### src/verilog/compare_skip_pkg.sv
package compare_skip_pkg;

  // core timing: one quarter-phase per ref_clk period
  localparam int unsigned REF_CLK_HZ      = 50_000_000;
  localparam int unsigned QUARTER_NS      = 20;
  localparam int unsigned QUARTERS        = 4;
  localparam int unsigned QUARTER_CYCLES  =
    (QUARTER_NS * (REF_CLK_HZ / 1_000_000) + 999) / 1000;

  // widths
  localparam int unsigned WORD_W = 16;
  localparam int unsigned DATA_W = 8;
  localparam int unsigned BANK_W = 4;
  localparam int unsigned ADDR_W = 12;

  // instruction word fields
  localparam int unsigned OPC_LSB  = 9;
  localparam int unsigned ACC_BIT  = 8;
  localparam int unsigned FILE_LSB = 0;
  localparam logic [6:0]  OPC_EQUAL   = 7'h31;   // 0110 001
  localparam logic [6:0]  OPC_GREATER = 7'h32;   // 0110 010

  // access bank split and indexed offset limit
  localparam logic [7:0]        ACCESS_LOW_LIMIT  = 8'h5f;
  localparam logic [BANK_W-1:0] ACCESS_LOW_BANK   = 4'h0;
  localparam logic [BANK_W-1:0] ACCESS_HIGH_BANK  = 4'hf;

  // instruction cycles per outcome, counted in quarter-phases minus one
  localparam logic [3:0] LEN_NO_SKIP  = 4'h3;
  localparam logic [3:0] LEN_SKIP     = 4'h7;
  localparam logic [3:0] LEN_SKIP_TWO = 4'hb;

  typedef enum logic [1:0] {
    ST_IDLE  = 2'b00,
    ST_EXEC  = 2'b01,
    ST_SKIP1 = 2'b10,
    ST_SKIP2 = 2'b11
  } exec_state_t;

endpackage

### src/verilog/quarter_phase_gen.sv
module quarter_phase_gen #(
  parameter int unsigned PHASES = 4
) (
  // clock and reset
  input  wire logic              ref_clk,
  input  wire logic              rst,
  // one-hot quarter-phase enables
  output logic [PHASES-1:0]      phase_pulse
);

  typedef struct packed {
    logic [1:0] phase;
  } gen_state_t;

  gen_state_t s_reg;
  gen_state_t s_next;

  // the phase counter is two bits wide, so only four phases can be served
  if (PHASES != 4)
  begin : g_bad_phases
    $error("quarter_phase_gen serves exactly four phases");
  end

  always_comb
  begin
    s_next       = s_reg;
    s_next.phase = s_reg.phase + 2'h1;
  end

  always_ff @(posedge ref_clk)
  begin
    if (rst)
      s_reg <= '0;
    else
      s_reg <= s_next;
  end

  always_comb
  begin
    phase_pulse                = '0;
    phase_pulse[s_reg.phase]   = 1'b1;
  end

endmodule // quarter_phase_gen

### src/verilog/compare_skip_exec.sv
// Notes on behaviour
// - equal-compare-skip is opcode 0110 001a and greater-compare-skip is 0110 010a.
// - both compute file byte minus working register unsigned, drop it, touch no flag.
// - greater-compare-skip skips only when the file byte is strictly above the register.
// - equal-compare-skip skips only when the file byte equals the register.
// - a taken skip discards the fetched next word and runs a no-operation cycle.
// - one word; one cycle without skip, two with skip, three over a two-word instruction.
// - skipping a two-word instruction inserts two full no-operation instruction cycles.
// - access bit 0 resolves the file address in the fixed access bank.
// - access bit 1 forms the address from the bank select register and the file field.
// - extended set, access bit 0 and file address up to 95 use indexed literal offset.
module compare_skip_exec (
  // clock and reset
  input  wire logic                                 ref_clk,
  input  wire logic                                 rst,
  // fetch pipeline
  input  wire logic                                 instr_valid,
  input  wire logic [compare_skip_pkg::WORD_W-1:0]  instr_word,
  input  wire logic                                 next_is_two_word,
  output logic                                      instr_taken,
  output logic                                      flush_fetch,
  output logic                                      nop_active,
  output logic                                      cycle_done,
  output logic                                      busy,
  // core state
  input  wire logic                                 ext_set_enable,
  input  wire logic [compare_skip_pkg::DATA_W-1:0]  working_register,
  input  wire logic [compare_skip_pkg::BANK_W-1:0]  bank_select_register,
  input  wire logic [compare_skip_pkg::ADDR_W-1:0]  index_base,
  // data-memory read port
  output logic                                      mem_rd_en,
  output logic [compare_skip_pkg::ADDR_W-1:0]       mem_rd_addr,
  input  wire logic [compare_skip_pkg::DATA_W-1:0]  mem_rd_data,
  // result
  output logic                                      mem_wr_en,
  output logic                                      skip_taken
);
  import compare_skip_pkg::*;

  typedef struct packed {
    exec_state_t        st;
    logic               is_gt;
    logic [ADDR_W-1:0]  addr;
    logic               skip;
    logic               two;
    logic [3:0]         len;
  } exec_regs_t;

  exec_regs_t s_reg;
  exec_regs_t s_next;

  logic [QUARTERS-1:0] q;
  logic [6:0]          opc;
  logic                acc;
  logic [7:0]          fld;
  logic                is_eq_op;
  logic                is_gt_op;
  logic [ADDR_W-1:0]   dec_addr;
  logic [DATA_W:0]     diff;
  logic                eq_hit;
  logic                gt_hit;

  quarter_phase_gen #(
    .PHASES (QUARTERS)
  ) u_phase (
    .ref_clk     (ref_clk),
    .rst         (rst),
    .phase_pulse (q)
  );

  assign opc      = instr_word[OPC_LSB +: 7];
  assign acc      = instr_word[ACC_BIT];
  assign fld      = instr_word[FILE_LSB +: 8];
  assign is_eq_op = (opc == OPC_EQUAL);
  assign is_gt_op = (opc == OPC_GREATER);

  always_comb
  begin
    if (acc)
      dec_addr = {bank_select_register, fld};
    else if (ext_set_enable && (fld <= ACCESS_LOW_LIMIT))
      dec_addr = ADDR_W'(index_base + {4'h0, fld});
    else if (fld <= ACCESS_LOW_LIMIT)
      dec_addr = {ACCESS_LOW_BANK, fld};
    else
      dec_addr = {ACCESS_HIGH_BANK, fld};
  end

  // borrow-extended difference; only its zero and borrow are used, flags stay put
  assign diff   = {1'b0, mem_rd_data} - {1'b0, working_register};
  assign eq_hit = (diff == '0);
  assign gt_hit = !diff[DATA_W] && !eq_hit;

  assign instr_taken = (s_reg.st == ST_IDLE) && q[0] && instr_valid && (is_eq_op || is_gt_op);
  assign mem_rd_en   = (s_reg.st == ST_EXEC) && q[1];
  assign mem_rd_addr = s_reg.addr;
  assign mem_wr_en   = 1'b0;
  assign flush_fetch = (s_reg.st == ST_EXEC) && q[3] && s_reg.skip;
  assign skip_taken  = flush_fetch;
  assign nop_active  = (s_reg.st == ST_SKIP1) || (s_reg.st == ST_SKIP2);
  assign busy        = (s_reg.st != ST_IDLE);
  assign cycle_done  = q[3] && (((s_reg.st == ST_EXEC) && !s_reg.skip)
                       || ((s_reg.st == ST_SKIP1) && !s_reg.two)
                       || (s_reg.st == ST_SKIP2));

  always_comb
  begin
    s_next = s_reg;
    if (s_reg.st != ST_IDLE)
      s_next.len = s_reg.len + 4'h1;
    case (s_reg.st)
      ST_IDLE:
      begin
        if (instr_taken)
        begin
          s_next.st    = ST_EXEC;
          s_next.is_gt = is_gt_op;
          s_next.addr  = dec_addr;
          s_next.skip  = 1'b0;
          s_next.two   = 1'b0;
          s_next.len   = 4'h1;
        end
      end
      ST_EXEC:
      begin
        if (q[2])
        begin
          s_next.skip = s_reg.is_gt ? gt_hit : eq_hit;
          s_next.two  = next_is_two_word;
        end
        if (q[3])
          s_next.st = s_reg.skip ? ST_SKIP1 : ST_IDLE;
      end
      ST_SKIP1:
      begin
        if (q[3])
          s_next.st = s_reg.two ? ST_SKIP2 : ST_IDLE;
      end
      ST_SKIP2:
      begin
        if (q[3])
          s_next.st = ST_IDLE;
      end
      default:
      begin
        s_next.st = ST_IDLE;
      end
    endcase
  end

  always_ff @(posedge ref_clk)
  begin
    if (rst)
      s_reg <= '{st: ST_IDLE, is_gt: 1'b0, addr: '0, skip: 1'b0, two: 1'b0, len: 4'h0};
    else
      s_reg <= s_next;
  end
endmodule // compare_skip_exec

### config.mk
export PLATFORM = sky130hd
export DESIGN_NAME = compare_skip_exec
export DESIGN_NICKNAME = d
export VERILOG_FILES = /design/src/verilog/compare_skip_pkg.sv /design/src/verilog/quarter_phase_gen.sv /design/src/verilog/compare_skip_exec.sv
export SDC_FILE = /design/constraint.sdc
export NUM_CORES = 1
export LEC_CHECK = 0
export BUFFER_PORTS_ARGS = -buffer_cell sky130_fd_sc_hd__buf_2
export CAP_MARGIN = 20
export CORE_MARGIN = 3
export CORE_UTILIZATION = 44
export DETAILED_ROUTE_END_ITERATION = 8
export GPL_TIMING_DRIVEN = 0
export PLACE_DENSITY_LB_ADDON = 0.25
export SLEW_MARGIN = 10
export SYNTH_ARGS = -nofsm -noshare
export SYNTH_HDL_FRONTEND = slang
export SYNTH_SLANG_ARGS = --single-unit
### constraint.sdc
create_clock -name ref_clk -period 2.5 [get_ports ref_clk]
set_input_delay 0.5 -clock ref_clk [delete_from_list [all_inputs] [get_ports ref_clk]]
set_output_delay 0.5 -clock ref_clk [all_outputs]
set_load 0.005 [all_outputs]
Word-level counts from Yosys, hierarchy flattened
Index checks and enable logic that the tools add are counted.
- mux-type cells: 17
- magnitude comparators: 3
- add/sub/neg operators: 4
- reductions and logical operators: 27
- equal/unequal tests: 10
- operator list (operator ; number):
    12-bit two-way mux ; 3
    21-bit two-way mux ; 1
    7-bit by 6-bit == test with 1-bit output (second input constant) ; 2
    12-bit by 8-bit adder with 12-bit output ; 1
    1-bit logical AND ; 12
    2-bit two-way mux ; 6
    2-bit inequality test (second input constant) ; 5
    9-bit zero test ; 1
    8-bit by 8-bit subtractor with 9-bit output ; 1
    8-bit by 7-bit less-or-equal comparator with 1-bit output (second input constant) ; 1
    4-bit two-way mux ; 2
    2-bit case mux with 4 select lines ; 1
    4-bit by 1-bit adder with 4-bit output (second input constant) ; 1
    2-bit == test (second input constant) ; 2
    1-bit zero test ; 4
    1-bit logical OR ; 4
    2-bit case mux with 2 select lines ; 1
    4-bit AND reduction ; 1
    2-bit nonzero test ; 2
    2-bit by 3-bit < comparator with 1-bit output (second input constant) ; 1
    3-bit AND reduction ; 1
    2-bit by 1-bit adder with 2-bit output (second input constant) ; 1
    1-bit demux with 2-bit select ; 1
    2-bit by 1-bit == test with 1-bit output (second input constant) ; 1
    other kinds (4) ; 5
- register bits: 23
- output and inout port bits: 20
- logic and storage cells: 68

Logic depth before layout (Yosys ltp)
Gate-level depths: netlist of the first run.
- word-level depth: 9
- mapped depth: 10

Modules after synthesis
Synthesis of the first run repeated with hierarchy kept, for this count alone.
- cell total of the unflattened synthesis: 222
- area, all modules: 1778.0 µm²
- by module, submodules not included (module ; cells an instance ; times used ; area an instance (µm²)):
    compare_skip_exec ; 212 ; 1 ; 1670.4
    quarter_phase_gen ; 10 ; 1 ; 107.6

Least setup slack after synthesis of the first run
No wires, ideal clock.
- kind: input to register
- start point: in instr_word[0] (netlist bit)
- end point: reg s_reg (netlist bit mem_rd_addr[8])
- library setup time: 0.132 ns
- data arrival time: 2.206 ns
- required time: 2.368 ns
- buffers on the path: 0
- slack: 0.162 ns
- cell stages on the path: 9
- cells stage by stage: ha_1 fa_1 a21o_1 a211o_1 a21oi_1 a21oi_1 xor2_1 a31oi_1 nor3_1
- cells in the longest elaborated chain, start to end: 4
- RTL lines (item ; line ; source):
    from (decl) ; compare_skip_exec.sv:18 ; input wire logic [compare_skip_pkg::WORD_W-1:0] instr_word,
    8-bit by 7-bit less-or-equal comparator with 1-bit output ; compare_skip_exec.sv:81, compare_skip_exec.sv:83 ;
    12-bit two-way mux / 1-bit logical AND (equally long branches) ; compare_skip_exec.sv:83, compare_skip_exec.sv:81 ;
    12-bit two-way mux * ; compare_skip_exec.sv:81 ; else if (ext_set_enable && (fld <= ACCESS_LOW_LIMIT))
    12-bit two-way mux * ; compare_skip_exec.sv:79 ; if (acc)
    to (signal assigned) ; compare_skip_exec.sv:154 ; s_reg <= '{st: ST_IDLE, is_gt: 1'b0, addr: '0, skip: 1'b0, two: 1'b0, len: 4'h0};
    to (signal assigned) ; compare_skip_exec.sv:156 ; s_reg <= s_next;
    to (decl) ; compare_skip_exec.sv:49 ; exec_regs_t s_reg;
Mark *: on every way between the ends. The rest lies on a longest branch, timed or not.
A chain may end at the register's enable or synchronous reset.

Final worst setup path of the first run
- start point: reg u_phase.s_reg[0] (netlist bit)
- end point: out instr_taken
- cells in the longest elaborated chain, start to end: 7
- RTL lines (item ; line ; source):
    from (decl) ; quarter_phase_gen.sv:15 ; gen_state_t s_reg;
    from (signal assigned) ; quarter_phase_gen.sv:35 ; s_reg <= s_next;
    2-bit by 3-bit < comparator with 1-bit output (not written as such) / 2-bit by 1-bit >= comparator with 1-bit output (equally long branches) ; quarter_phase_gen.sv:41 ; phase_pulse[s_reg.phase] = 1'b1;
    1-bit logical AND (not written as such) ; quarter_phase_gen.sv:41 ;
    1-bit two-way mux (not written as such) ; quarter_phase_gen.sv:41 ;
    1-bit demux with 2-bit select * ; -- ;
    1-bit logical AND * (3 in a row) ; compare_skip_exec.sv:94 ; assign instr_taken = (s_reg.st == ST_IDLE) && q[0] && instr_valid && (is_eq_op || is_gt_op);
    to (decl) ; compare_skip_exec.sv:20 ; output logic instr_taken,
Marks and branches as above.

==> results of run 1 <==
## synthesized netlist by cell type, drive strengths merged, types with 2 or more instances
| cell | instances | area (um^2) |
|---|---|---|
| dfxtp | 19 | 380 |
| a31oi | 3 | 33.8 |
| xnor2 | 6 | 52.6 |
| o211ai | 3 | 27.5 |
| a21oi | 16 | 80.1 |
| xor2 | 7 | 61.3 |
| or2 | 2 | 12.5 |
| inv | 19 | 71.3 |
| nor3 | 3 | 15.0 |
| nor2b | 3 | 18.8 |
| a211oi | 6 | 45.0 |
| buf | 18 | 126 |
| o21a | 3 | 22.5 |
| mux2i | 8 | 80.1 |
| and2 | 2 | 15.0 |
| o21ai | 11 | 55.1 |
| ha | 20 | 250 |
| nand3 | 6 | 30.0 |
| o22ai | 3 | 18.8 |
| nand2 | 15 | 56.3 |
| nor2 | 25 | 101 |
| a21o | 4 | 30.0 |
| clkbuf | 2 | 7.51 |
## cell families after synthesis
logic type / share of synthesized area
other cells: 0.00214
fa+ha+maj: 0.154
compound gates: 0.230
xor+xnor: 0.0649
buf+inv: 0.117
simple gates: 0.163
mux: 0.0521
flops: 0.217
## area by class of cell
| cell class | instances | area [um^2] |
|---|---|---|
| buffer | 20 | 136 |
| clock buffer | 4 | 45.0 |
| fill | 373 | 1520 |
| inverter | 19 | 71.3 |
| multi-input combinational | 163 | 1170 |
| sequential | 19 | 380 |
| tap | 48 | 60.1 |
| timing repair buffer | 71 | 355 |
## worst max-delay path: stages (launching register included)
cell and delay, ps:
dfxtp_1 340, inv_1 90, ha_1 150, nand4b_1 100, nor2_1 100, nand3_1 170
nor2_4 250, clkbuf_4 260, buf_2 130
## power groups by stage
stage	clock network [mW]	registers (mW)	logic, mW
5_1_grt	0.220	0.310	0.275
6_report	0.205	0.310	0.242
3_3_place_gp	0	0.317	0.238
2_1_floorplan	0	0.316	0.166
3_5_place_dp	0	0.317	0.243
4_1_cts	0.212	0.310	0.244
## metal layers
metal / up-vias / share of wire / track usage
met2: 41 / 0.49 / 0.271
met3: 4 / 0.051 / 0.0160
met4: 0 / 0.012 / 0.0456
li1: 910 / - / -
met1: 732 / 0.44 / 0.191
met5: - / 0 / 0
## stage by stage
stage / util / power (mW) / setup TNS [ps]
2_1_floorplan: - / 0.482 / 0
3_3_place_gp: 0.580 / 0.555 / -162
3_5_place_dp: 0.580 / 0.560 / -261
4_1_cts: 0.592 / 0.766 / 0
5_1_grt: 0.593 / 0.806 / 0
6_report: 0.593 / 0.757 / 0
## worst min-delay path by stage
stage	end	slack, ps	cells after the start
2_1_floorplan	u_phase.s_reg[0]$_SDFF_PP0_	430	1
3_3_place_gp	u_phase.s_reg[0]$_SDFF_PP0_	450	1
3_5_place_dp	u_phase.s_reg[0]$_SDFF_PP0_	470	1
4_1_cts	u_phase.s_reg[0]$_SDFF_PP0_	480	1
5_1_grt	mem_rd_addr[4]$_SDFFE_PP0P_	510	2
6_report	u_phase.s_reg[0]$_SDFF_PP0_	480	1
==> flow_metrics.env, run 1 <==
export IMPL_cts_max_level=1
export IMPL_cts_resized=0
export IMPL_via_per_inst=4.90
export IMPL_max_freq_mhz=429
export IMPL_fin_cells=344
export IMPL_core_rowCount=22
export IMPL_critPathLaunchType="flip-flop"
export IMPL_synth_avg_cell_area_um2=7.94
export IMPL_p_int_mw=0.540
export IMPL_drt_pass1_iter_count=4
export IMPL_peakVddDrop_mv=0.160
export IMPL_hold_buffers=0
export IMPL_antenna_left=0
export IMPL_drt_iter0_markers=45
export IMPL_power_frac_comb=0.320
export IMPL_setup_viol=0
export IMPL_place_ws_ps=-137
export IMPL_layout_commonest_cell="buf_2"
export IMPL_layout_min_cycle_time_ps=2330
export IMPL_hold_viol_final=0
export IMPL_routed_wirelength_um=3640
export IMPL_mostFrequentLayoutCells="buf_2, nor2_1, ha_1"
export IMPL_grt_max_degree=11
export IMPL_crit_start="u_phase.s_reg[0]$_SDFF_PP0_"
export IMPL_drive_above_1_share=0.338
export IMPL_ys_warn_count=0
export IMPL_grt_pass1_wl_um=6330
export IMPL_slew_headroom=0.446
export IMPL_clock_root_buffer="clkbuf_8"
export IMPL_cp_endpoint="instr_taken"
export IMPL_endpoint_kind="output port"
export IMPL_antenna_found_initial=0
export IMPL_synth_seq_cells=19
export IMPL_cts_reportedPaths_clkPinSlew_ps=60
export IMPL_vias=1687
export IMPL_async_flop_share=0
export IMPL_diodes=0
export IMPL_syn_num_nets=295
export IMPL_initial_core_util=0.469
export IMPL_nets=371
export IMPL_cts_sinks=19
export IMPL_synth_cells=221
export IMPL_worst_setup_path_type="flip-flop to output port"
export IMPL_reg2reg_to="mem_rd_addr[2]$_SDFFE_PP0P_"
export IMPL_syn_to_final_growth_pct=26.6
export IMPL_leakage_nw=1.14
export IMPL_placed_cell_area_um2=2170
export IMPL_netlist_area_um2=1750
export IMPL_r2r_start="u_phase.s_reg[0]$_SDFF_PP0_"
export IMPL_cts_setup_buffers=0
export IMPL_ios=73
export IMPL_hp_class="flip-flop to flip-flop"
export IMPL_status="finished clean"
export IMPL_critPathArrivalTime_ps=1830
export IMPL_dieArea_um2=4780
export IMPL_cp_data_required_time_ps=2000
export IMPL_clkPwrFrac=0.271
export IMPL_drc=0
export IMPL_ff2ff_setup_slack_ps=700
export IMPL_gp_congestion=0.742
export IMPL_synth_edf_count=0
export IMPL_tightest_slew_ps=825
export IMPL_clk_latency_ps=250
export IMPL_cts_made_buffers=3
export IMPL_postLayoutCellArea_um2=2220
export IMPL_post_route_period_util=0.933
export IMPL_die_h_um=69.1
export IMPL_switching_power_mw=0.217
export IMPL_ys_seq_area_frac=0.217
export IMPL_largest_reg_flops=12
export IMPL_core_area_um2=3740
export IMPL_port_buffer_count=71
export IMPL_slew_viol_final=0
export IMPL_p_per_area_nw_per_um2=341
export IMPL_hold_path_startpoint="u_phase.s_reg[0]$_SDFF_PP0_"
export IMPL_synth_cell_type_count=47
export IMPL_clockBufferDepth=2
export IMPL_holdWs_ps=478
export IMPL_p_sw_frac=0.287
export IMPL_path_max_fanout=10
export IMPL_grt_pass1_vias=1573
export IMPL_hpwl_um=3170
export IMPL_die_w_um=69.1
export IMPL_rsz0062_at_grt="false"
export IMPL_skew_ps=3.93
export IMPL_wire_per_inst_um=10.6
export IMPL_ys_flop_type="dfxtp_1"
export IMPL_max_cap_violations=0
export IMPL_worst_slack_ps=167
export IMPL_overflow=0
export IMPL_worstRegToRegCells=9
export IMPL_seqPwrFrac=0.410
export IMPL_post_place_cells=340
export IMPL_cts_tree="yes"
export IMPL_grt_usage=0.152
Note: power is estimated with default switching activity, not from simulation.
==> run 2, diff against run 1 <==
--- a/config.mk
+++ b/config.mk
@@ -5,10 +5,11 @@
 export SDC_FILE = /design/constraint.sdc
 export NUM_CORES = 1
 export LEC_CHECK = 0
+export ABC_AREA = 1
 export BUFFER_PORTS_ARGS = -buffer_cell sky130_fd_sc_hd__buf_2
 export CAP_MARGIN = 20
 export CORE_MARGIN = 3
-export CORE_UTILIZATION = 44
+export CORE_UTILIZATION = 45
 export DETAILED_ROUTE_END_ITERATION = 8
 export GPL_TIMING_DRIVEN = 0
 export PLACE_DENSITY_LB_ADDON = 0.25
==> run 2 against run 1 <==
  * First-iteration DRC count up 42%
  * Register-to-register slack better by 270 ps
  * Synthesized cell count up 38%
  * Area after synthesis up 9.7%
  * Power up 2.8%
  * Critical path type unchanged
==> flow_metrics.env, run 2 <==
export IMPL_antenna_found_initial=0
export IMPL_clockBufferDepth=2
export IMPL_post_route_period_util=0.844
export IMPL_grt_max_degree=12
export IMPL_hold_viol_final=0
export IMPL_ys_seq_area_frac=0.198
export IMPL_wire_per_inst_um=9.86
export IMPL_leakage_nw=1.38
export IMPL_synth_common_cells="nand2_1, inv_1, a21oi_1"
export IMPL_netlist_area_um2=1920
export IMPL_gp_congestion=0.819
export IMPL_grt_pass1_wl_um=7540
export IMPL_drive_above_1_share=0.272
export IMPL_hpwl_um=3510
export IMPL_hp_class="flip-flop to flip-flop"
export IMPL_largest_reg_flops=12
export IMPL_critPathLaunchType="flip-flop"
export IMPL_status="finished clean"
export IMPL_yosysMostFrequentCell="nand2_1"
export IMPL_drt_iter0_markers=64
export IMPL_cts_resized=0
export IMPL_syn_to_final_growth_pct=23.9
export IMPL_cts_max_level=1
export IMPL_fin_tns_setup_ps=0
export IMPL_vias=2031
export IMPL_overflow=0
export IMPL_setup_viol=0
export IMPL_syn_num_nets=378
export IMPL_mostFrequentLayoutCells="nand2_1, buf_2, inv_1"
export IMPL_critPathArrivalTime_ps=1610
export IMPL_fillCellCount=417
export IMPL_ys_flop_type="dfxtp_1"
export IMPL_synth_top_cell_area_share=0.198
export IMPL_yosys_area_top_type="dfxtp_1"
export IMPL_routed_wirelength_um=4220
export IMPL_hold_buffers=0
export IMPL_final_util=0.587
export IMPL_die_w_um=71.4
export IMPL_drt_pass1_iter_count=4
export IMPL_grt_pass1_vias=1942
export IMPL_clock_root_buffer="clkbuf_8"
export IMPL_worst_setup_path_type="flip-flop to output port"
export IMPL_cp_data_required_time_ps=2000
export IMPL_cts_tree="yes"
export IMPL_max_cap_violations=0
export IMPL_hold_depth=1
export IMPL_rsz0062_at_grt="false"
export IMPL_clk_latency_ps=260
export IMPL_core_rowCount=23
export IMPL_ys_warn_count=0
export IMPL_max_freq_mhz=474
export IMPL_port_buffer_count=70
export IMPL_ios=73
export IMPL_synth_cells=304
export IMPL_layout_commonest_cell="nand2_1"
export IMPL_dieArea_um2=5100
export IMPL_skew_ps=6.17
export IMPL_cts_reportedPaths_clkPinSlew_ps=80
export IMPL_synth_seq_cells=19
export IMPL_yosys_top_cells_area="dfxtp_1, nand2_1, ha_1, inv_1, a21oi_1"
export IMPL_initial_core_util=0.474
export IMPL_core_area_um2=4060
export IMPL_cts_sinks=19
export IMPL_path_max_fanout=10
export IMPL_drc=0
export IMPL_nets=453
export IMPL_peakVddDrop_mv=0.214
export IMPL_synth_edf_count=0
export IMPL_endpoint_kind="output port"
export IMPL_cts_setup_buffers=0
export IMPL_async_flop_share=0
export IMPL_worstRegToRegCells=10
export IMPL_synth_cell_type_count=37
export IMPL_via_per_inst=4.75
export IMPL_diodes=0
export IMPL_slew_viol_final=0
export IMPL_cts_made_buffers=3
export IMPL_layout_min_cycle_time_ps=2110
export IMPL_p_per_area_nw_per_um2=327
export IMPL_grt_usage=0.174
export IMPL_die_h_um=71.4
export IMPL_synth_avg_cell_area_um2=6.33
export IMPL_antenna_left=0
-- run 2: changes by cell type after synthesis, moves of 3 or more --
cell	delta
a21oi_1	+16
a211oi_1	-6
mux2i_1	-8
nand4_1	+3
nor2b_1	-3
nand2_1	+58
nor2_1	-7
xor2_1	-7
xnor2_1	-5
o21ai_0	+8
nand3_1	+11
o22ai_1	-3
o21a_1	-3
inv_1	+32
-- run 2: through the flow --
| stage | setup slack (ps) | cells | power (mW) | area, um^2 | hold WS (ps) |
|---|---|---|---|---|---|
| final | 391 | 428 | 0.778 | 2380 | 475 |
| after detailed placement | 192 | 424 | 0.568 | 2340 | 470 |
| after global routing | 238 | 428 | 0.839 | 2380 | 500 |
| after floorplan | 515 | 304 | 0.486 | 1920 | 433 |
| after global placement | 238 | 424 | 0.561 | 2340 | 449 |
| after CTS | 360 | 428 | 0.784 | 2380 | 486 |
-- run 2: cell type report --
type                    count  area (um^2)  area share
clock buffers               3         41.3      0.0173
flip-flops and latches     19          380       0.160
well taps                  50         62.6      0.0262
plain buffers              20          158      0.0661
clock inverters             1         5.00     0.00210
repair buffers             70          350       0.147
multi-input cells         210         1170       0.493
inverters                  55          211      0.0887
-- run 2: worst max-delay path, cell delays in order (launching register included) --
cell and delay (ps):
dfxtp_1 340, inv_1 80, ha_1 160, nand3_2 70, nor3_2 120, nand2_1 100, nand2_2 90, buf_6 150
buf_12 120, buf_2 100
-- run 2: final timing paths --
check	slack (ps)	end	startpoint
max reg2reg	970	s_reg[19]$_SDFFE_PP0P_	u_phase.s_reg[0]$_SDFF_PP0_
min	480	u_phase.s_reg[0]$_SDFF_PP0_	u_phase.s_reg[0]$_SDFF_PP0_
min reg2reg	480	u_phase.s_reg[0]$_SDFF_PP0_	u_phase.s_reg[0]$_SDFF_PP0_
max	390	instr_taken	u_phase.s_reg[0]$_SDFF_PP0_
-- run 2: cell families after synthesis --
| family | Yosys count | share of synthesized area |
|---|---|---|
| AOI/OAI and AO/OA | 63 | 0.181 |
| adders and majority gates | 21 | 0.140 |
| DFF | 19 | 0.198 |
| other | 1 | 0.00195 |
| and+or+nand+nor | 124 | 0.283 |
| xor gates and xnor gates | 1 | 0.00455 |
| buffers and inverters | 75 | 0.192 |
-- run 2: metal layers --
layer	global-route usage	wire, um	up-vias
li1	-	-	1114
met1	0.225	1940	863
met2	0.301	2000	49
met3	0.0154	228	5
met4	0.0626	54	0
met5	0	0	-
-- run 2: where the power goes --
| group | leakage (nW) | total, mW | switching (mW) | internal, mW |
|---|---|---|---|---|
| logic | 1.20 | 0.250 | 0.141 | 0.109 |
| registers | 0.154 | 0.310 | 0.00324 | 0.307 |
| clock network | 0.0255 | 0.219 | 0.108 | 0.111 |
| total | 1.38 | 0.778 | 0.252 | 0.527 |
==> run 3, diff against run 2 <==
--- a/config.mk
+++ b/config.mk
@@ -9,7 +9,7 @@
 export BUFFER_PORTS_ARGS = -buffer_cell sky130_fd_sc_hd__buf_2
 export CAP_MARGIN = 20
 export CORE_MARGIN = 3
-export CORE_UTILIZATION = 45
+export CORE_UTILIZATION = 46
 export DETAILED_ROUTE_END_ITERATION = 8
 export GPL_TIMING_DRIVEN = 0
 export PLACE_DENSITY_LB_ADDON = 0.25
==> constraint.sdc (replaced) <==
create_clock -name ref_clk -period 2 [get_ports ref_clk]
set_input_delay 0.4 -clock ref_clk [delete_from_list [all_inputs] [get_ports ref_clk]]
set_output_delay 0.4 -clock ref_clk [all_outputs]
set_load 0.005 [all_outputs]
==> run 3 against run 2 <==
  * Sequential cell count unchanged
  * Power up 25%
  * First-iteration DRC count up 3.1%
  * Worst setup slack worse by 330 ps
  * Critical endpoint unchanged
==> flow_metrics.env, run 3 (same netlist as run 2, synthesis figures left out) <==
export IMPL_max_cap_violations=0
export IMPL_hold_path_startpoint="next_is_two_word"
export IMPL_placed_cell_area_um2=2330
export IMPL_post_route_period_util=0.969
export IMPL_ff2ff_setup_slack_ps=290
export IMPL_hold_path_end="s_reg[4]$_SDFFE_PP0P_"
export IMPL_routed_wirelength_um=4240
export IMPL_cts_tree="yes"
export IMPL_clockBufferDepth=2
export IMPL_nets=455
export IMPL_overflow=0
export IMPL_post_place_cells=422
export IMPL_final_util=0.629
export IMPL_slew_viol_final=0
export IMPL_critPathArrivalTime_ps=1540
export IMPL_ios=73
export IMPL_path_max_fanout=10
export IMPL_grt_usage=0.162
export IMPL_diodes=0
export IMPL_largest_reg_flops=12
export IMPL_grt_pass1_vias=1735
export IMPL_cp_data_required_time_ps=1600
export IMPL_clock_root_buffer="clkbuf_8"
export IMPL_die_w_um=70.7
export IMPL_wire_per_inst_um=9.89
export IMPL_fillCellCount=385
export IMPL_leakage_nw=1.39
export IMPL_antenna_found_initial=0
export IMPL_syn_to_final_growth_pct=26.0
export IMPL_cts_made_buffers=3
export IMPL_hold_viol_final=0
export IMPL_setup_viol=0
export IMPL_die_h_um=70.7
export IMPL_grt_max_degree=11
export IMPL_reg2reg_to="mem_rd_addr[11]$_SDFFE_PP0P_"
export IMPL_endpoint_kind="output port"
export IMPL_hold_depth=3
export IMPL_port_buffer_count=70
export IMPL_via_per_inst=4.73
export IMPL_power_mw=0.969
export IMPL_core_area_um2=3850
export IMPL_worst_slack_ps=62.6
export IMPL_drc=0
export IMPL_postLayoutCellArea_um2=2420
export IMPL_fin_cells=428
export IMPL_mostFrequentLayoutCells="nand2_1, buf_2, inv_1"
export IMPL_clk_latency_ps=250
export IMPL_fin_tns_setup_ps=0
export IMPL_holdWs_ps=422
export IMPL_antenna_left=0
export IMPL_max_freq_mhz=516
export IMPL_worst_setup_path_type="flip-flop to output port"
export IMPL_place_ws_ps=-174
export IMPL_hp_class="input pin to flip-flop"
export IMPL_grt_pass1_wl_um=6960
export IMPL_dieArea_um2=5000
export IMPL_skew_ps=0.895
export IMPL_layout_min_cycle_time_ps=1940
export IMPL_worstRegToRegCells=11
export IMPL_p_per_area_nw_per_um2=400
export IMPL_layout_commonest_cell="nand2_1"
export IMPL_gp_congestion=0.802
export IMPL_drive_above_1_share=0.297
export IMPL_cts_max_level=1
export IMPL_cts_reportedPaths_clkPinSlew_ps=70
export IMPL_initial_core_util=0.499
export IMPL_status="finished clean"
export IMPL_drt_iter0_markers=66
export IMPL_vias=2024
export IMPL_critPathLaunchType="flip-flop"
export IMPL_r2r_start="u_phase.s_reg[0]$_SDFF_PP0_"
export IMPL_cts_sinks=19
export IMPL_peakVddDrop_mv=0.204
export IMPL_drt_pass1_iter_count=4
export IMPL_core_rowCount=22
export IMPL_hpwl_um=3540
## run 3: power breakdown
group / switching (mW) / leakage, nW / total [mW] / internal (mW)
registers: 0.00500 / 0.155 / 0.389 / 0.384
logic: 0.182 / 1.21 / 0.324 / 0.142
clock network: 0.115 / 0.0228 / 0.257 / 0.141
total: 0.302 / 1.39 / 0.969 / 0.667
## run 3: what timing repair did
| item | 4_1_cts | 5_1_grt |
|---|---|---|
| endpoints found under the setup margin | 1 | 4 |
| pin swaps | 0 | 3 |
| gates resized for setup | 1 | 12 |
| hold buffers | 0 | 0 |
| setup buffers | 1 | 2 |
## run 3: worst max path at each step
| stage | slack, ps | startpoint | cells past startpoint | endpoint |
|---|---|---|---|---|
| final | 60 | u_phase.s_reg[0]$_SDFF_PP0_ | 8 | instr_taken |
| after global routing | -20 | u_phase.s_reg[0]$_SDFF_PP0_ | 8 | instr_taken |
| after CTS | 20 | u_phase.s_reg[0]$_SDFF_PP0_ | 9 | instr_taken |
| after detailed placement | -170 | instr_word[0] | 11 | mem_rd_addr[8]$_SDFFE_PP0P_ |
| after global placement | -150 | instr_word[0] | 11 | mem_rd_addr[8]$_SDFFE_PP0P_ |
| after floorplan | 110 | instr_word[0] | 10 | mem_rd_addr[8]$_SDFFE_PP0P_ |
## run 3: critical path, cell delays in order, from the launching register on
cell     delay (ps)
dfxtp_4         360
inv_4            60
ha_4            120
nand3_2          70
nor3_2          200
nand2_1         110
nand2_2         130
buf_12          130
buf_2           110
## run 3: area by class of cell
| class | instances | area, um^2 | area share |
|---|---|---|---|
| multi-input cells | 210 | 1200 | 0.495 |
| well taps | 48 | 60.1 | 0.0248 |
| plain buffers | 19 | 146 | 0.0604 |
| repair buffers | 73 | 373 | 0.154 |
| flip-flops and latches | 19 | 387 | 0.159 |
| inverters | 55 | 214 | 0.0882 |
| clock buffers | 4 | 45.0 | 0.0186 |
## run 3: metal layers
metal / routed length [um] / GRT usage
met2: 2040 / 0.279
met5: 0 / 0
met1: 1930 / 0.218
met3: 249 / 0.0170
met4: 22 / 0.0355
